**src/urx_pkg.sv**
```systemverilog
package urx_pkg;

    // Register port
    localparam int          ADDR_W          = 3;
    localparam int          REG_W           = 16;
    localparam logic [2:0]  ADDR_RX_BUF     = 3'h0;
    localparam logic [2:0]  ADDR_LINE_STAT  = 3'h1;
    localparam logic [2:0]  ADDR_CTRL       = 3'h2;
    localparam logic [2:0]  ADDR_INT_STAT   = 3'h3;
    localparam logic [2:0]  ADDR_INT_MASK   = 3'h4;
    localparam logic [2:0]  ADDR_DIVISOR    = 3'h5;

    // Line status fields
    localparam int          LS_DATA_READY   = 0;
    localparam int          LS_OVERRUN      = 1;
    localparam int          LS_PARITY_ERR   = 2;
    localparam int          LS_FRAME_ERR    = 3;
    localparam int          LS_BREAK        = 4;

    // Control fields
    localparam int          CT_FIFO_EN      = 0;
    localparam int          CT_PARITY_EN    = 1;
    localparam int          CT_PARITY_EVEN  = 2;
    localparam int          CT_IR_MODE      = 3;
    localparam int          CT_DLEN_LO      = 4;
    localparam int          CT_STOP2        = 6;
    localparam int          CT_W            = 7;
    localparam logic [6:0]  CTRL_RESET      = 7'h30;
    localparam logic [15:0] DIV_RESET       = 16'h0001;

    // Interrupt fields
    localparam int          INT_RX          = 0;
    localparam int          INT_LINE        = 1;
    localparam int          INT_W           = 2;

    // Oversampling and timing
    localparam logic [3:0]  OVS_MID         = 4'h7;
    localparam logic [3:0]  OVS_LAST        = 4'hF;
    localparam logic [3:0]  MIN_DATA_BITS   = 4'h5;
    localparam logic [4:0]  IR_HOLD_TICKS   = 5'h10;
    localparam logic [7:0]  LOW_CNT_MAX     = 8'hFF;

    typedef enum logic [2:0] {
        ST_IDLE     = 3'b000,
        ST_START    = 3'b001,
        ST_DATA     = 3'b010,
        ST_PARITY   = 3'b011,
        ST_STOP     = 3'b100,
        ST_HOLD     = 3'b101,
        ST_BRK_WAIT = 3'b110
    } urx_state_t;

endpackage

```
**src/urx_line_status.sv**
```systemverilog
`timescale 1ns/1ps
module urx_line_status
    import urx_pkg::*;
#(
    parameter int FIFO_DEPTH = 16
) (
    // Clock and reset
    input  wire logic              clock,
    input  wire logic              nrst,
    // Register port
    input  wire logic [ADDR_W-1:0] addr,
    input  wire logic [REG_W-1:0]  wdata,
    input  wire logic              wr_stb,
    input  wire logic              rd_stb,
    output logic      [REG_W-1:0]  rdata,
    // Receive line
    input  wire logic              serial_in,
    input  wire logic              ir_in,
    // Interrupt
    output logic                   irq
);
    localparam int PTR_W = $clog2(FIFO_DEPTH);
    localparam int CNT_W = $clog2(FIFO_DEPTH + 1);
    localparam logic [CNT_W-1:0] DEPTH_C = CNT_W'(FIFO_DEPTH);
    localparam logic [CNT_W-1:0] ONE_C   = CNT_W'(1);

    logic             sin_q;
    logic             ir_q;
    logic [CT_W-1:0]  ctrl_reg;
    logic [15:0]      div_reg;
    logic [15:0]      div_cnt_reg;
    logic             tick_reg;
    logic [4:0]       ir_hold_reg;
    logic [7:0]       low_cnt_reg;
    urx_state_t       state_reg;
    logic [3:0]       os_reg;
    logic [2:0]       idx_reg;
    logic [7:0]       shift_reg;
    logic             par_bit_reg;
    logic             ld_reg;
    logic [7:0]       ld_data_reg;
    logic             ld_brk_reg;
    logic             ld_fe_reg;
    logic             ld_pe_reg;
    logic [7:0]       data_mem [FIFO_DEPTH];
    logic [2:0]       flag_mem [FIFO_DEPTH];
    logic [PTR_W-1:0] wr_ptr_reg;
    logic [PTR_W-1:0] rd_ptr_reg;
    logic [CNT_W-1:0] count_reg;
    logic             head_new_reg;
    logic             brk_reg;
    logic             fe_reg;
    logic             pe_reg;
    logic             oe_reg;
    logic [INT_W-1:0] int_st_reg;
    logic [INT_W-1:0] int_mask_reg;

    urx_sync u_sync_sin (
        .clock (clock),
        .nrst  (nrst),
        .d     (serial_in),
        .q     (sin_q)
    );

    urx_sync u_sync_ir (
        .clock (clock),
        .nrst  (nrst),
        .d     (ir_in),
        .q     (ir_q)
    );

    // Control decode
    logic       fifo_en;
    logic       par_en;
    logic       ir_mode;
    logic [3:0] data_bits;
    logic [3:0] char_bits;
    logic [7:0] char_ticks;
    logic       line;
    logic       brk_now;

    assign fifo_en    = ctrl_reg[CT_FIFO_EN];
    assign par_en     = ctrl_reg[CT_PARITY_EN];
    assign ir_mode    = ctrl_reg[CT_IR_MODE];
    assign data_bits  = MIN_DATA_BITS
                      + {2'h0, ctrl_reg[CT_DLEN_LO+1:CT_DLEN_LO]};
    assign char_bits  = data_bits + 4'h2 + {3'h0, par_en}
                      + {3'h0, ctrl_reg[CT_STOP2]};
    assign char_ticks = {char_bits, 4'h0};
    assign line       = ir_mode ? (ir_hold_reg == 5'h0) : sin_q;
    // low strictly longer than a character
    assign brk_now    = low_cnt_reg > char_ticks;

    // Bus decode
    logic wr_ctrl;
    logic pop;
    logic status_rd;
    logic flush;
    logic full;
    logic push;
    logic overwrite;
    logic overrun;

    assign wr_ctrl   = wr_stb && (addr == ADDR_CTRL);
    assign status_rd = rd_stb && (addr == ADDR_LINE_STAT);
    assign pop       = rd_stb && (addr == ADDR_RX_BUF)
                       && (count_reg != '0);
    // Mode change flushes; mixed contents would be ambiguous
    assign flush     = wr_ctrl && (wdata[CT_FIFO_EN] != fifo_en);
    assign full      = fifo_en ? (count_reg == DEPTH_C)
                               : (count_reg == ONE_C);
    assign push      = ld_reg && (!full || pop) && !flush;
    assign overwrite = ld_reg && full && !pop && !fifo_en && !flush;
    assign overrun   = ld_reg && full && !pop && !flush;

    always_ff @(posedge clock) begin
        if (!nrst) begin
            ctrl_reg     <= CTRL_RESET;
            div_reg      <= DIV_RESET;
            int_mask_reg <= '0;
        end else if (wr_stb) begin
            if (addr == ADDR_CTRL) begin
                ctrl_reg <= wdata[CT_W-1:0];
            end else if (addr == ADDR_DIVISOR) begin
                div_reg <= wdata;
            end else if (addr == ADDR_INT_MASK) begin
                int_mask_reg <= wdata[INT_W-1:0];
            end
        end
    end

    // Sixteen ticks per bit
    always_ff @(posedge clock) begin
        if (!nrst) begin
            div_cnt_reg <= '0;
            tick_reg    <= 1'b0;
        end else if (div_cnt_reg + 16'h1 >= div_reg) begin
            div_cnt_reg <= '0;
            tick_reg    <= 1'b1;
        end else begin
            div_cnt_reg <= div_cnt_reg + 16'h1;
            tick_reg    <= 1'b0;
        end
    end

    // a short pulse marks a whole zero bit
    always_ff @(posedge clock) begin
        if (!nrst) begin
            ir_hold_reg <= '0;
        end else if (!ir_q) begin
            ir_hold_reg <= IR_HOLD_TICKS;
        end else if (tick_reg && ir_hold_reg != 5'h0) begin
            ir_hold_reg <= ir_hold_reg - 5'h1;
        end
    end

    always_ff @(posedge clock) begin
        if (!nrst) begin
            low_cnt_reg <= '0;
        end else if (line) begin
            low_cnt_reg <= '0;
        end else if (tick_reg && low_cnt_reg != LOW_CNT_MAX) begin
            low_cnt_reg <= low_cnt_reg + 8'h1;
        end
    end

    logic par_err;
    logic last_data;

    // parity only when enabled
    // Even mode: odd ones count is bad; odd mode: even count
    assign par_err   = par_en
                       && ((^shift_reg ^ par_bit_reg)
                           == ctrl_reg[CT_PARITY_EVEN]);
    assign last_data = ({1'b0, idx_reg} + 4'h1) == data_bits;

    always_ff @(posedge clock) begin
        if (!nrst) begin
            state_reg   <= ST_IDLE;
            os_reg      <= '0;
            idx_reg     <= '0;
            shift_reg   <= '0;
            par_bit_reg <= 1'b0;
            ld_reg      <= 1'b0;
            ld_data_reg <= '0;
            ld_brk_reg  <= 1'b0;
            ld_fe_reg   <= 1'b0;
            ld_pe_reg   <= 1'b0;
        end else begin
            ld_reg <= 1'b0;
            case (state_reg)
                ST_IDLE: begin
                    os_reg <= '0;
                    if (!line) begin
                        state_reg <= ST_START;
                    end
                end
                ST_START: begin
                    if (tick_reg) begin
                        os_reg <= os_reg + 4'h1;
                        if (os_reg == OVS_MID) begin
                            os_reg      <= '0;
                            idx_reg     <= '0;
                            shift_reg   <= '0;
                            par_bit_reg <= 1'b0;
                            state_reg   <= line ? ST_IDLE : ST_DATA;
                        end
                    end
                end
                ST_DATA: begin
                    if (tick_reg) begin
                        os_reg <= os_reg + 4'h1;
                        if (os_reg == OVS_LAST) begin
                            shift_reg[idx_reg] <= line;
                            idx_reg            <= idx_reg + 3'h1;
                            if (last_data) begin
                                state_reg <= par_en ? ST_PARITY : ST_STOP;
                            end
                        end
                    end
                end
                ST_PARITY: begin
                    if (tick_reg) begin
                        os_reg <= os_reg + 4'h1;
                        if (os_reg == OVS_LAST) begin
                            par_bit_reg <= line;
                            state_reg   <= ST_STOP;
                        end
                    end
                end
                ST_STOP: begin
                    if (tick_reg) begin
                        os_reg <= os_reg + 4'h1;
                        if (os_reg == OVS_LAST) begin
                            ld_data_reg <= shift_reg;
                            ld_brk_reg  <= 1'b0;
                            ld_pe_reg   <= par_err;
                            if (line) begin
                                ld_reg    <= 1'b1;
                                ld_fe_reg <= 1'b0;
                                state_reg <= ST_IDLE;
                            end else if (shift_reg == 8'h00
                                         && !par_bit_reg) begin
                                // All zero: may be a break, defer load
                                state_reg <= ST_HOLD;
                            end else begin
                                ld_reg      <= 1'b1;
                                ld_fe_reg   <= 1'b1;
                                // bad stop bit taken as start bit
                                idx_reg     <= '0;
                                shift_reg   <= '0;
                                par_bit_reg <= 1'b0;
                                state_reg   <= ST_DATA;
                            end
                        end
                    end
                end
                ST_HOLD: begin
                    if (line) begin
                        ld_reg    <= 1'b1;
                        ld_fe_reg <= 1'b1;
                        state_reg <= ST_IDLE;
                    end else if (brk_now) begin
                        ld_reg      <= 1'b1;
                        ld_data_reg <= 8'h00;
                        ld_brk_reg  <= 1'b1;
                        ld_fe_reg   <= 1'b1;
                        ld_pe_reg   <= 1'b1;
                        state_reg   <= ST_BRK_WAIT;
                    end
                end
                ST_BRK_WAIT: begin
                    // no new start until line idles
                    if (line) begin
                        state_reg <= ST_IDLE;
                    end
                end
                default: begin
                    state_reg <= ST_IDLE;
                end
            endcase
        end
    end

    // Receive storage; depth one in non-FIFO mode
    always_ff @(posedge clock) begin
        if (push || overwrite) begin
            data_mem[overwrite ? rd_ptr_reg : wr_ptr_reg] <= ld_data_reg;
            flag_mem[overwrite ? rd_ptr_reg : wr_ptr_reg] <=
                {ld_brk_reg, ld_fe_reg, ld_pe_reg};
        end
    end

    always_ff @(posedge clock) begin
        if (!nrst || flush) begin
            wr_ptr_reg   <= '0;
            rd_ptr_reg   <= '0;
            count_reg    <= '0;
            head_new_reg <= 1'b0;
        end else begin
            if (push) begin
                wr_ptr_reg <= PTR_W'((wr_ptr_reg + 1) % FIFO_DEPTH);
            end
            if (pop) begin
                rd_ptr_reg <= PTR_W'((rd_ptr_reg + 1) % FIFO_DEPTH);
            end
            count_reg    <= count_reg + (push ? ONE_C : '0)
                                      - (pop ? ONE_C : '0);
            head_new_reg <= overwrite || (pop && count_reg > ONE_C)
                            || (push && (count_reg == '0
                                || (pop && count_reg == ONE_C)));
        end
    end

    logic [2:0] head_flags;
    logic [2:0] flag_set;

    assign head_flags = flag_mem[rd_ptr_reg];
    // flags revealed as character becomes head
    assign flag_set   = (head_new_reg && count_reg != '0)
                        ? head_flags : 3'h0;

    // status read clears; a new set wins
    always_ff @(posedge clock) begin
        if (!nrst) begin
            brk_reg <= 1'b0;
            fe_reg  <= 1'b0;
            pe_reg  <= 1'b0;
            oe_reg  <= 1'b0;
        end else begin
            brk_reg <= (brk_reg && !status_rd) || flag_set[2];
            fe_reg  <= (fe_reg && !status_rd) || flag_set[1];
            pe_reg  <= (pe_reg && !status_rd) || flag_set[0];
            oe_reg  <= (oe_reg && !status_rd) || overrun;
        end
    end

    logic [INT_W-1:0] int_set;

    assign int_set[INT_RX]   = push;
    assign int_set[INT_LINE] = overrun || (flag_set != 3'h0);

    always_ff @(posedge clock) begin
        if (!nrst) begin
            int_st_reg <= '0;
            irq        <= 1'b0;
        end else begin
            if (wr_stb && addr == ADDR_INT_STAT) begin
                int_st_reg <= (int_st_reg & ~wdata[INT_W-1:0]) | int_set;
            end else begin
                int_st_reg <= int_st_reg | int_set;
            end
            irq <= |(int_st_reg & int_mask_reg);
        end
    end

    logic [REG_W-1:0] status_word;

    always_comb begin
        status_word                = '0;
        status_word[LS_DATA_READY] = count_reg != '0;
        status_word[LS_OVERRUN]    = oe_reg;
        status_word[LS_PARITY_ERR] = pe_reg;
        status_word[LS_FRAME_ERR]  = fe_reg;
        status_word[LS_BREAK]      = brk_reg;
    end

    // Unmapped or idle reads return zero
    always_ff @(posedge clock) begin
        if (!nrst || !rd_stb) begin
            rdata <= '0;
        end else if (addr == ADDR_RX_BUF) begin
            rdata <= (count_reg != '0)
                     ? {8'h00, data_mem[rd_ptr_reg]} : '0;
        end else if (addr == ADDR_LINE_STAT) begin
            rdata <= status_word;
        end else if (addr == ADDR_CTRL) begin
            rdata <= {{(REG_W-CT_W){1'b0}}, ctrl_reg};
        end else if (addr == ADDR_INT_STAT) begin
            rdata <= {{(REG_W-INT_W){1'b0}}, int_st_reg};
        end else if (addr == ADDR_INT_MASK) begin
            rdata <= {{(REG_W-INT_W){1'b0}}, int_mask_reg};
        end else if (addr == ADDR_DIVISOR) begin
            rdata <= div_reg;
        end else begin
            rdata <= '0;
        end
    end
endmodule

```
**src/urx_sync.sv**
```systemverilog
`timescale 1ns/1ps
module urx_sync (
    // Clock and reset
    input  wire logic clock,
    input  wire logic nrst,
    // Level
    input  wire logic d,
    output logic      q
);
    logic meta_reg;

    // Idle line level is high
    always_ff @(posedge clock) begin
        if (!nrst) begin
            meta_reg <= 1'b1;
            q        <= 1'b1;
        end else begin
            meta_reg <= d;
            q        <= meta_reg;
        end
    end
endmodule

```
**config.mk**
```make
export PLATFORM = sky130hd
export DESIGN_NAME = urx_line_status
export DESIGN_NICKNAME = d
export VERILOG_FILES = /design/src/urx_pkg.sv /design/src/urx_line_status.sv /design/src/urx_sync.sv
export SDC_FILE = /design/constraint.sdc
export NUM_CORES = 1
export LEC_CHECK = 0
export BUFFER_PORTS_ARGS = -buffer_cell sky130_fd_sc_hd__buf_2
export CAP_MARGIN = 20
export CORE_AREA = 2 2 141 198
export DETAILED_ROUTE_END_ITERATION = 10
export DIE_AREA = 0 0 143 200
export PLACE_DENSITY = 0.66
export SYNTH_ARGS = -nofsm -noshare
export SYNTH_HDL_FRONTEND = slang
export SYNTH_HIERARCHICAL = 1
export SYNTH_SLANG_ARGS = --single-unit
```
**constraint.sdc**
```tcl
create_clock -name clock -period 7.8 [get_ports clock]
set_input_delay 0.78 -clock clock [delete_from_list [all_inputs] [get_ports clock]]
set_output_delay 0.78 -clock clock [all_outputs]
set_load 0.02 [all_outputs]
```
# After elaboration in Yosys (flattened, before gate mapping)
# Memory sizes are Yosys's and may differ from the RTL's. A register that Yosys moved wholly into a read port is not among the register bits.
# Cells that the tools add are included.
[op_classes] add_sub_neg=14 eq_ne=38 n_mux=101 n_reduce_logical=73 bitwise_logic=9 magnitude_cmp=5
[ops] cell="2-to-1 mux 8 bit" n=13
[ops] cell="2-to-1 mux 16 bit" n=6
[ops] cell="2-to-1 mux 3 bit" n=25
[ops] cell="2-to-1 mux 1 bit" n=33
[ops] cell="2-to-1 mux 4 bit" n=8
[ops] cell="inequality test 2 bit, second input constant" n=16
[ops] cell="logical AND 1 bit" n=26
[ops] cell="case mux 8 bit (3 select lines)" n=1
[ops] cell="case mux 3 bit (7 select lines)" n=1
[ops] cell="AND reduction 9 bit" n=2
[ops] cell="adder 16 x 1 -> 16 bit, second input constant" n=1
[ops] cell="greater-or-equal comparator 16 bit" n=1
[ops] cell="case mux 8 bit (2 select lines)" n=1
[ops] cell="equality test 3 bit, second input constant" n=5
[ops] cell="adder 4 x 1 -> 4 bit, second input constant" n=3
[ops] cell="equality test 3 x 2 -> 1 bit, second input constant" n=4
[ops] cell="logical OR 1 bit" n=12
[ops] cell="case mux 4 bit (3 select lines)" n=1
[ops] cell="AND reduction 12 bit" n=1
[ops] cell="nonzero test 3 bit" n=4
[ops] cell="logical NOT 5 bit" n=2
[ops] cell="2-to-1 mux 5 bit" n=2
[ops] cell="AND reduction 5 bit" n=2
[ops] cell="nonzero test 5 bit" n=2
[ops] cell="other kinds (45)" n=68
[word_totals] memories=2 inputBits=25 regBits=127 ram_bits=176 elab_cells=275 output_inout_bits=17
[memory_table] name="data_mem" depth=16 width=8 read_ports=1 rd_clocked_by_memory_dff=1 wr=1 line_no="urx_line_status.sv:45" source="logic [7:0] data_mem [FIFO_DEPTH];"
[memory_table] name="flag_mem" depth=16 width=3 read_ports=1 rd_clocked_by_memory_dff=1 wr=1 line_no="urx_line_status.sv:46" source="logic [2:0] flag_mem [FIFO_DEPTH];"

# Longest topological paths before layout
# Gate-level depths: netlist (run 1).
[depth] word_depth=10 mapped_depth=17 depth_no_buf=16

# Modules after synthesis
# The synthesis (run 1) kept the hierarchy.
[by_module_without_submodules] mod="urx_line_status" instances=1 area_per_inst_um2=13186.4 seq_area_each_um2=7827.5 cells_each=1056
[by_module_without_submodules] mod="urx_sync" instances=2 area_per_inst_um2=52.6 seq_area_each_um2=40.0 cells_each=4

# Worst setup path after synthesis (run 1)
# Ideal clock, no wire load.
[synth_timing] path_type="input port to flip-flop" from="input port addr[1]" to="register count_reg[4]" arrival_time_ps=3065 setup_time_ps=122 t_required_ps=7678 path_buffers=1 cell_stages=15 path_slack_ps=4613 path_cell_list="clkbuf_1 nor4b_2 nand2_4 a21oi_2 inv_2 ha_1 inv_1 ha_1 inv_1 fa_1 nor2_1 nor2_1 nor2_1 or3_1 a21oi_1"
[synth_via] elab_chain_cells=9 elab_cells_between_ends=15 cone_classes="add/sub (2); eq/ne (1); mux (2); reduce/logical (10)"
[synth_lines] element="start: declaration" line_no="urx_line_status.sv:11" source="input wire logic [ADDR_W-1:0] addr,"
[synth_lines] element="logical NOT 3 bit" line_no="urx_line_status.sv:106" source="assign pop = rd_stb && (addr == ADDR_RX_BUF)"
[synth_lines] element="logical AND 1 bit" line_no="urx_line_status.sv:106"
[synth_lines] element="logical AND 1 bit" line_no="urx_line_status.sv:107" source="&& (count_reg != '0);"
[synth_lines] element="logical OR 1 bit" line_no="urx_line_status.sv:112" source="assign push = ld_reg && (!full || pop) && !flush;"
[synth_lines] element="logical AND 1 bit (2 in a row)" line_no="urx_line_status.sv:112"
[synth_lines] element="2-to-1 mux 1 bit" line_no="urx_line_status.sv:307" source="count_reg <= count_reg + (push ? ONE_C : '0)"
[synth_lines] element="adder 5 x 1 -> 5 bit" line_no="urx_line_status.sv:307"
[synth_lines] element="subtractor 5 x 1 -> 5 bit" line_no="urx_line_status.sv:308" source="- (pop ? ONE_C : '0);"
[synth_lines] element="end signal: assignment" line_no="urx_line_status.sv:307"
[synth_lines] element="end: declaration" line_no="urx_line_status.sv:49" source="logic [CNT_W-1:0] count_reg;"
# Parallel ways exist; a longest one is shown, timed or not.
# A chain may end at the register's enable or synchronous reset.

# Worst setup path after layout (run 1)
[layout_timing] from="register count_reg[2]" to="memory flag_mem[0][1] (enable)"
[layout_via] elab_chain_cells=9 elab_cells_between_ends=18 cone_classes="eq/ne (2); mux (4); reduce/logical (12)"
[layout_lines] element="nonzero test 5 bit (*)" line_no="urx_line_status.sv:107"
[layout_lines] element="logical AND 1 bit (*)" line_no="urx_line_status.sv:107"
[layout_lines] element="named net pop" line_no="urx_line_status.sv:96" source="logic pop;"
[layout_lines] element="logical NOT 1 bit" line_no="urx_line_status.sv:113" source="assign overwrite = ld_reg && full && !pop && !fifo_en && !flush;"
[layout_lines] element="logical AND 1 bit (3 in a row)" line_no="urx_line_status.sv:113"
[layout_lines] element="logical OR 1 bit" line_no="urx_line_status.sv:287" source="if (push || overwrite) begin"
[layout_lines] element="2-to-1 mux 1 bit" line_no="urx_line_status.sv:287"
[layout_lines] element="2-to-1 mux 1 bit" line_no="urx_line_status.sv:289" source="flag_mem[overwrite ? rd_ptr_reg : wr_ptr_reg] <="
[layout_lines] element="end: declaration" line_no="urx_line_status.sv:46"
# Mark *: on every way through the listed nets, which the timed path passes. The rest lies on a longest branch.

==> results of run 1 <==
[per-stage QoR]
step / cells / cell area (sq um)
6_report: 1487 / 14800
5_1_grt: 1487 / 14800
4_1_cts: 1484 / 14800
3_5_place_dp: 1430 / 13800
3_3_place_gp: 1430 / 13800
2_1_floorplan: 1064 / 13300
[final timing paths]
check / startpoint / to / slack, ns / cells after the start
hold / removal: u_sync_sin/meta_reg / u_sync_sin/q / 0.42 / 1
setup reg to reg: count_reg[2] / flag_mem[0][1] / 3.99 / 8
hold reg to reg: u_sync_sin/meta_reg / u_sync_sin/q / 0.42 / 1
setup / recovery: count_reg[2] / flag_mem[0][1] / 3.99 / 8
[cell families (layout without fill, tap and decap cells)]
logic type | Yosys count | after routing
buffers and inverters | 107 | 165
muxes | 66 | 66
DFF | 307 | 307
AOI/OAI and AO/OA | 175 | 175
adders and majority gates | 45 | 45
xor gates and xnor gates | 40 | 40
and+or+nand+nor | 324 | 324
[final cells by class]
class                   instances  area [sq um]
clock buffers                  35           778
clock inverters                19           244
fillers                      2138         11900
inverters                      64           243
multi-input cells             650          4970
flip-flops and latches        307          7910
well taps                     365           457
repair buffers                 47           250
[power by group]
group / leakage, nW / switching [W] / total, W / internal [W]
sequential: 2.65 / 0.0000432 / 0.00177 / 0.00173
combinational: 1.93 / 0.000174 / 0.000301 / 0.000126
clock: 0.484 / 0.000611 / 0.00149 / 0.000881
[critical path: stages, from the launching register on]
cell     delay (ns)
dfxtp_1        0.31
inv_1          0.10
ha_1           0.19
or4b_1         0.61
nand2_4        0.16
inv_4          0.06
nor4_4         0.82
a22oi_1        0.30
nor2_1         0.86
[per-layer routing]
metal,share of wire,vias to the layer above
li1,-,3977
met1,0.41,4087
met2,0.52,224
met3,0.038,47
met4,0.035,0
met5,0,-
[placed cells by master, fill, tap and decap left out, drive strengths merged, types with 3 or more instances in the layout]
cell type / count
edfxtp: 176
xnor2: 23
nor3b: 4
or2: 3
xor2: 17
or3: 4
clkinv: 7
a22oi: 8
mux2: 4
nor3: 23
mux2i: 11
and3: 7
clkinvlp: 5
nor2: 95
o31ai: 6
nand3b: 4
o21ai: 30
nor2b: 24
nand2b: 12
nand4: 12
a31oi: 12
buf: 46
ha: 43
inv: 66
o22ai: 8
a21o: 7
mux4: 51
dfxtp: 131
a22o: 8
nor4: 6
o211ai: 5
nand2: 99
a21oi: 51
bufinv: 5
o21a: 3
a211oi: 13
nand3: 23
a32oi: 3
clkbuf: 36
==> flow_summary.json, run 1 <==
{
  "status": "finished clean",
  "synthXorXnorAreaFrac": 0.0264,
  "synth_fa_ha_area_frac": 0.0435,
  "clockBufferDepth": 3,
  "holdBufCountCts": 0,
  "largest_registers": "data_mem (128), flag_mem (48)",
  "ios": 42,
  "critPathCaptureType": "flip-flop",
  "p_total_w": 0.00356,
  "drv_cap": 0,
  "start_kind": "flip-flop",
  "worstPathArrival_ns": 3.98,
  "cts_tree": "built",
  "grt_pass1_wl_um": 45300,
  "worstMarginPinSlew_ns": 1.07,
  "hold_viol_final": 0,
  "yosysWarnings": 6,
  "synth-edff-count": 176,
  "finalSetupTns_ns": 0,
  "met2_usage": 0.377,
  "dp_slack_ns": 3.79,
  "synth-simple-area-share": 0.117,
  "path_clk_slew_ns": 0.07,
  "path_max_fanout": 13,
  "peakVddDrop_mv": 0.132,
  "grt_max_degree": 42,
  "dieArea_sq_um": 28600,
  "clock_latency_ns": 0.56,
  "holdWs_ns": 0.421,
  "nNetsFinal": 1169,
  "drive_above_1_share": 0.155,
  "grt_pass1_vias": 8119,
  "die_y_um": 200,
  "ant_nets": 0,
  "initial_core_util": 0.497,
  "core_sq_um": 26700,
  "yosysMostFrequentCell": "edfxtp_1",
  "max_freq_ghz": 0.263,
  "synth_ff_type": "edfxtp_1",
  "yosysTopAreaCell": "edfxtp_1",
  "vias": 8335,
  "yosysUniqueCellTypes": 73,
  "numCtsBuffers": 29,
  "synthArstFlopShare": 0,
  "finalWorstSetupSlack_ns": 3.99,
  "syn_to_final_growth_pct": 11.7,
  "dpl.hpwl_um": 20300,
  "wl_per_cell_um": 19.7,
  "postLayoutCoreUtil": 0.555,
  "firstDrtPassIters": 5,
  "cts_setup_buffers": 0,
  "root_buffer": "clkbuf_16",
  "rsz0062_at_grt": "false",
  "grt_use_met1": 0.252,
  "maxSlewViolCount": 0,
  "synth_seq_cells": 307,
  "synthTopCellsByCount": "edfxtp_1 (176), dfxtp_1 (131), nand2_1 (98)",
  "synth_top_family_by_area": "simple AND/OR/NAND/NOR gates",
  "synth_compound_area_frac": 0.0881,
  "synth_area_per_cell_sq_um": 12.5,
  "drtIter0Drc": 549,
  "hp-class": "flip-flop to flip-flop",
  "grtUsageMet3": 0.0248,
  "min_period_ns": 3.81,
  "io_buffers": 41,
  "overflow": 0,
  "synth_top_area_frac": 0.398,
  "grt_use_total": 0.208,
  "num_rows": 71,
  "power_density_nw_per_um2": 240,
  "synth.area.top_cells": "edfxtp_1 (40%), dfxtp_1 (20%), mux4_2 (8.6%), ha_1 (4.0%), nand2_1 (2.8%)",
  "leakagePower_nw": 5.06,
  "muxShareOfSynthArea": 0.0981,
  "syn_area_sq_um": 13300,
  "syn_inst": 1064,
  "place_congestion": 0.875,
  "wirelength_um": 29300,
  "drt-vias-per-instance": 5.61,
  "synth_fp_nets": 1134,
  "regMostFlops": "data_mem",
  "route.detailed.drc": 0,
  "cts.repair.resized": 0,
  "fin_crit_sh": 0.488,
  "cts_sinks": 307,
  "antenna_found_initial": 0,
  "worst_slew_margin_rel": 0.287,
  "die_w_um": 143,
  "criticalPathCategory": "flip-flop to flip-flop",
  "largest_reg_flops": 128,
  "htreeDepth": 1,
  "grt-busiest-layer": "met2",
  "yosysSeqAreaShare": 0.595,
  "n_antenna_cell": 0,
  "setup_viol": 0,
  "skew_ns": 0.0189,
  "crit_required_ns": 7.97
}
Note: power is estimated with default switching activity, not from simulation.
==> run 2, diff against run 1 <==
--- a/config.mk
+++ b/config.mk
@@ -5,12 +5,13 @@
 export SDC_FILE = /design/constraint.sdc
 export NUM_CORES = 1
 export LEC_CHECK = 0
+export ABC_AREA = 1
 export BUFFER_PORTS_ARGS = -buffer_cell sky130_fd_sc_hd__buf_2
 export CAP_MARGIN = 20
-export CORE_AREA = 2 2 141 198
+export CORE_AREA = 2 2 145 203
 export DETAILED_ROUTE_END_ITERATION = 10
-export DIE_AREA = 0 0 143 200
-export PLACE_DENSITY = 0.66
+export DIE_AREA = 0 0 147 205
+export PLACE_DENSITY = 0.68
 export SYNTH_ARGS = -nofsm -noshare
 export SYNTH_HDL_FRONTEND = slang
 export SYNTH_HIERARCHICAL = 1
==> constraint.sdc (replaced) <==
create_clock -name clock -period 3.3 [get_ports clock]
set_input_delay 0.33 -clock clock [delete_from_list [all_inputs] [get_ports clock]]
set_output_delay 0.33 -clock clock [all_outputs]
set_load 0.02 [all_outputs]
==> flow_summary.json, run 2 <==
{
  "status": "finished clean",
  "skew_ns": 0.0120,
  "wl_per_cell_um": 16.5,
  "crit_required_ns": 3.75,
  "yosysTopAreaCell": "edfxtp_1",
  "synth_fp_nets": 1617,
  "holdWs_ns": 0.0310,
  "synth_top_family_by_area": "simple AND/OR/NAND/NOR gates",
  "ios": 42,
  "place_congestion": 0.897,
  "fin_area_sq_um": 15700,
  "dp_slack_ns": 0.474,
  "grt_pass1_vias": 10400,
  "muxShareOfSynthArea": 0,
  "layout_common_cells": "nand2_1 (304), nor2_1 (195), inv_1 (178), edfxtp_1 (176), dfxtp_1 (130)",
  "path_max_fanout": 16,
  "switchingPower_w": 0.00249,
  "synth-edff-count": 176,
  "synth_ff_type": "edfxtp_1",
  "route.detailed.drc": 0,
  "clockBufferDepth": 3,
  "die_w_um": 147,
  "synthTopCellsByCount": "nand2_1 (304), nor2_1 (196), inv_1 (178)",
  "p_total_w": 0.00922,
  "syn_area_sq_um": 14000,
  "drt-vias-per-instance": 5.34,
  "yosysSeqAreaShare": 0.565,
  "setup_viol": 0,
  "root_buffer": "clkbuf_16",
  "rsz0062_at_grt": "false",
  "r2r_cells": 16,
  "min_period_ns": 2.90,
  "grt_pass1_wl_um": 53100,
  "p_seq_frac": 0.468,
  "grt_use_total": 0.222,
  "drtIter0Drc": 600,
  "numCtsBuffers": 30,
  "reg2reg_to": "div_cnt_reg[8]",
  "place_area_sq_um": 14700,
  "finalSetupTns_ns": 0,
  "ant_nets": 0,
  "fillers": 2531,
  "synth_compound_area_frac": 0.111,
  "yosysWarnings": 6,
  "n_antenna_cell": 0,
  "hp-class": "input port to flip-flop",
  "r2r_setup_slack_ns": 0.40,
  "grt_max_degree": 92,
  "synth_top_area_frac": 0.378,
  "syn_inst": 1547,
  "finalWorstSetupSlack_ns": 0.398,
  "cts_setup_buffers": 0,
  "dieArea_sq_um": 30100,
  "synth_seq_cells": 307,
  "wirelength_um": 32900,
  "clock_latency_ns": 0.57,
  "synth.area.top_cells": "edfxtp_1 (38%), dfxtp_1 (19%), nand2_1 (8.2%), nor2_1 (5.3%), inv_1 (4.8%)",
  "overflow": 0,
  "dpl.hpwl_um": 22200,
  "io_buffers": 41,
  "yosysUniqueCellTypes": 45,
  "vias": 10700,
  "worstPathArrival_ns": 3.35,
  "regMostFlops": "data_mem",
  "firstDrtPassIters": 5,
  "yosysMostFrequentCell": "nand2_1",
  "initial_core_util": 0.494,
  "min_to": "ctrl_reg[5]",
  "power_density_nw_per_um2": 587,
  "synthArstFlopShare": 0,
  "synth-simple-area-share": 0.201,
  "fin_crit_sh": 0.879,
  "critPathCaptureType": "flip-flop",
  "synth_area_per_cell_sq_um": 9.05,
  "syn_to_final_growth_pct": 12.3,
  "clkPwrFrac": 0.382,
  "mostFrequentLayoutCell": "nand2_1",
  "num_rows": 73,
  "r2r-start": "div_cnt_reg[0]",
  "path_clk_slew_ns": 0.06,
  "netSwitchingFraction": 0.270,
  "leakagePower_nw": 6.27,
  "peakVddDrop_mv": 0.474,
  "die_y_um": 205,
  "intPower_w": 0.00673,
  "combPwrFrac": 0.150,
  "hold_start": "wdata[5]",
  "worstMarginPinSlew_ns": 0.907,
  "synthXorXnorAreaFrac": 0.0150,
  "cts_tree": "built",
  "cts_sinks": 307,
  "worst_slew_margin_rel": 0.395,
  "largest_reg_flops": 128,
  "criticalPathCategory": "flip-flop to flip-flop",
  "antenna_found_initial": 0,
  "hold_viol_final": 0,
  "htreeDepth": 1,
  "largest_registers": "data_mem (128), flag_mem (48)",
  "drv_cap": 0,
  "maxSlewViolCount": 0,
  "start_kind": "flip-flop",
  "synth_fa_ha_area_frac": 0.0413,
  "max_freq_ghz": 0.345,
  "nNetsFinal": 1670,
  "drive_above_1_share": 0.0950,
  "core_sq_um": 28300,
  "holdPathStages": 3
}
[run 2: changes by cell type after synthesis, sizes merged, moves of 51 or more]
cell   before  now
inv        64  185
nand3      23   83
o21ai      30  137
nand2      99  308
nor2       95  205
mux4       51    0
[run 2: worst max-delay path by stage]
stage                      end            from
2_1_floorplan  div_cnt_reg[10]  div_cnt_reg[0]
3_3_place_gp      count_reg[4]         addr[0]
3_5_place_dp    div_cnt_reg[3]  div_cnt_reg[0]
4_1_cts         div_cnt_reg[8]  div_cnt_reg[0]
5_1_grt         div_cnt_reg[8]  div_cnt_reg[0]
6_report        div_cnt_reg[8]  div_cnt_reg[0]
[run 2: power by group through the flow]
| stage | sequential [W] | combinational [W] | clock (W) |
|---|---|---|---|
| floorplan | 0.00435 | 0.00105 | 0 |
| global placement | 0.00439 | 0.00135 | 0 |
| detailed placement | 0.00440 | 0.00137 | 0 |
| CTS | 0.00432 | 0.00138 | 0.00359 |
| global route | 0.00433 | 0.00159 | 0.00374 |
| finish | 0.00431 | 0.00138 | 0.00352 |
[run 2: layer usage]
| metal | wire [um] | vias to the layer above | GRT usage |
|---|---|---|---|
| met1 | 13000 | 5043 | 0.252 |
| met2 | 17200 | 269 | 0.419 |
| li1 | - | 5282 | - |
| met5 | 0 | - | 0 |
| met3 | 1490 | 74 | 0.0278 |
| met4 | 1250 | 0 | 0.0896 |
[run 2: area by class of cell]
cell class	count	area [sq um]	area share
repair buffers	74	460	0.0293
multi-input cells	1001	5160	0.329
clock buffers	41	853	0.0543
flip-flops and latches	307	7910	0.503
well taps	375	469	0.0299
inverters	186	698	0.0444
clock inverters	12	163	0.0103
[run 2: logic make-up (layout without fill, tap and decap cells)]
| family | Yosys count | count (layout) |
|---|---|---|
| compound gates | 282 | 282 |
| buf+inv | 239 | 313 |
| simple gates | 650 | 650 |
| fa+ha+maj | 45 | 45 |
| xor+xnor | 24 | 24 |
| flops | 307 | 307 |
[run 2: worst max-delay path: stages, from the launching register on]
cell	delay (ns)
dfxtp_1	0.38
nand3_1	0.16
nor2_2	0.19
nand2_1	0.09
nor2_1	0.14
nand2_1	0.10
nor2_1	0.25
nand2_1	0.11
xor2_1	0.19
inv_1	0.07
ha_1	0.29
nand3_1	0.10
nor3_1	0.23
nand2_1	0.11
nand4_1	0.10
buf_4	0.22
nor2_1	0.06
[run 2: timing repair]
action / 4_1_cts / 5_1_grt
resized for setup: 0 / 1
hold buffers: 3 / 0
setup endpoints to repair: 0 / 16
hold endpoints to repair: 3 / 0
[run 2: metrics by stage]
| stage | std cells | utilization |
|---|---|---|
| finish | 1996 | 0.555 |
| global placement | 1940 | 0.518 |
| floorplan | 1547 | - |
| detailed placement | 1940 | 0.518 |
| CTS | 1996 | 0.555 |
| global route | 1996 | 0.555 |
==> run 3, diff against run 2 <==
--- a/config.mk
+++ b/config.mk
@@ -8,10 +8,13 @@
 export ABC_AREA = 1
 export BUFFER_PORTS_ARGS = -buffer_cell sky130_fd_sc_hd__buf_2
 export CAP_MARGIN = 20
-export CORE_AREA = 2 2 145 203
+export CELL_PAD_IN_SITES_DETAIL_PLACEMENT = 1
+export CELL_PAD_IN_SITES_GLOBAL_PLACEMENT = 2
+export CORE_AREA = 2 2 170 239
 export DETAILED_ROUTE_END_ITERATION = 10
-export DIE_AREA = 0 0 147 205
-export PLACE_DENSITY = 0.68
+export DIE_AREA = 0 0 172 241
+export PLACE_DENSITY_LB_ADDON = 0.1
+export SLEW_MARGIN = 20
 export SYNTH_ARGS = -nofsm -noshare
 export SYNTH_HDL_FRONTEND = slang
 export SYNTH_HIERARCHICAL = 1
==> flow_summary.json, run 3 (synthesized netlist as in run 2, its figures left out) <==
{
  "setup_viol": 0,
  "maxSlewViolCount": 0,
  "cts_tree": "built",
  "worstPathArrival_ns": 3.29,
  "wl_per_cell_um": 18.8,
  "route.detailed.drc": 0,
  "critPathCaptureType": "flip-flop",
  "path_max_fanout": 16,
  "hold_viol_final": 0,
  "layout_common_cells": "nand2_1 (304), nor2_1 (195), inv_1 (178), edfxtp_1 (176), dfxtp_1 (129)",
  "grt_use_total": 0.200,
  "htreeDepth": 2,
  "r2r-start": "div_cnt_reg[0]",
  "largest_reg_flops": 128,
  "num_rows": 86,
  "p_total_w": 0.00993,
  "min_period_ns": 2.88,
  "ant_nets": 0,
  "rsz0062_at_grt": "false",
  "regArea_sq_um": 7910,
  "leakagePower_nw": 6.40,
  "fin_crit_sh": 0.872,
  "ios": 42,
  "finalSetupTns_ns": 0,
  "root_buffer": "clkbuf_16",
  "regMostFlops": "data_mem",
  "dpl.hpwl_um": 27900,
  "drv_cap": 0,
  "place_congestion": 0.807,
  "reg2reg_to": "div_cnt_reg[1]",
  "worstMarginPinSlew_ns": 0.960,
  "die_y_um": 241,
  "path_cells": "ha_1, nand2_1, nor2_1, nand3_1, nor3_4, nand2_1, inv_1, nand4_1, nand2_1, inv_1, ha_1, nand2_1, inv_1, nand3_1, nor3_2, nand2_1, nand4_1, buf_4, nor2_1",
  "crit_path_end": "div_cnt_reg[1]",
  "drive_above_1_share": 0.101,
  "hold_start": "wdata[4]",
  "io_buffers": 41,
  "nNetsFinal": 1673,
  "core_sq_um": 39200,
  "syn_to_final_growth_pct": 15.3,
  "vias": 10700,
  "dieArea_sq_um": 41500,
  "max_freq_ghz": 0.348,
  "drtIter0Drc": 453,
  "crit_required_ns": 3.71,
  "initial_core_util": 0.357,
  "grt_pass1_wl_um": 62800,
  "cts_sinks": 307,
  "drt-vias-per-instance": 4.97,
  "crit_start": "div_cnt_reg[0]",
  "skew_ns": 0.0193,
  "hp-class": "input port to flip-flop",
  "numCtsBuffers": 35,
  "firstDrtPassIters": 4,
  "criticalPathCategory": "flip-flop to flip-flop",
  "r2r_cells": 19,
  "multi_input_area_sq_um": 5170,
  "cts_setup_buffers": 0,
  "path_clk_slew_ns": 0.06,
  "r2r_setup_slack_ns": 0.42,
  "wirelength_um": 40500,
  "largest_registers": "data_mem (128), flag_mem (48)",
  "grt_max_degree": 92,
  "status": "finished clean",
  "worst_slew_margin_rel": 0.360,
  "die_w_um": 172,
  "cp_slowest_cell": "dfxtp_1",
  "grt_pass1_vias": 11300,
  "critPathMaxStageDelay_ns": 0.38,
  "start_kind": "flip-flop",
  "fillers": 4626,
  "mostFrequentLayoutCell": "nand2_1",
  "peakVddDrop_mv": 0.366,
  "crit_path_frequent_cell": "nand2_1",
  "antenna_found_initial": 1,
  "overflow": 0,
  "power_density_nw_per_um2": 615,
  "clock_latency_ns": 0.53,
  "clockBufferDepth": 3
}
==> run 3: how the worst min path moves through the flow <==
stage / slack (ns) / depth (start not counted) / to
finish: 0.08 / 3 / ctrl_reg[4]
global route: 0.1 / 3 / ctrl_reg[4]
CTS: 0.06 / 3 / ctrl_reg[4]
detailed placement: 0.39 / 2 / u_sync_ir/q
global placement: 0.39 / 2 / u_sync_ir/q
floorplan: 0.38 / 2 / u_sync_ir/q
==> run 3: power breakdown <==
part	switching [W]	total, W	internal (W)
registers	0.000150	0.00433	0.00418
logic	0.000999	0.00144	0.000446
clock network	0.00159	0.00415	0.00256
==> run 3: per-stage QoR <==
step | setup WS [ns] | cell area (sq um) | instances | hold WS, ns | util
after floorplan | 0.561 | 14000 | 1547 | 0.380 | -
after global placement | 0.421 | 14900 | 2092 | 0.385 | 0.380
after detailed placement | 0.303 | 14900 | 2092 | 0.390 | 0.380
after CTS | 0.285 | 16100 | 2157 | 0.0618 | 0.412
after global routing | 0.00304 | 16100 | 2158 | 0.0959 | 0.412
final | 0.423 | 16100 | 2158 | 0.0838 | 0.412
==> run 3: timing repair <==
| item | in CTS | in global routing |
|---|---|---|
| hold buffers | 2 | 0 |
| hold endpoints to repair | 2 | 0 |
| gates resized for setup | 0 | 3 |
| setup endpoints to repair | 0 | 16 |
==> run 3: cell type report <==
class,count,area share
antenna,1,0.000155
inverter,186,0.0432
clock inverter,13,0.0129
sequential,307,0.490
multi-input combinational,1001,0.320
tap,528,0.0409
clock buffer,50,0.0634
timing repair buffer,72,0.0290
==> run 3: worst max-delay path: cells and delay by family, from the launching register on <==
kind	cells	cell delay, ns
buffers and inverters	4	0.42
adders and majority gates	2	0.45
DFF	1	0.38
and+or+nand+nor	13	1.54
==> run 3: per-layer routing <==
metal  global-route usage  vias to the layer above  share of wire
met4               0.0665                        0          0.027
met5                    0                        -              0
met1                0.222                     5223           0.40
met3               0.0233                       65          0.026
met2                0.390                      134           0.55
li1                     -                     5295              -
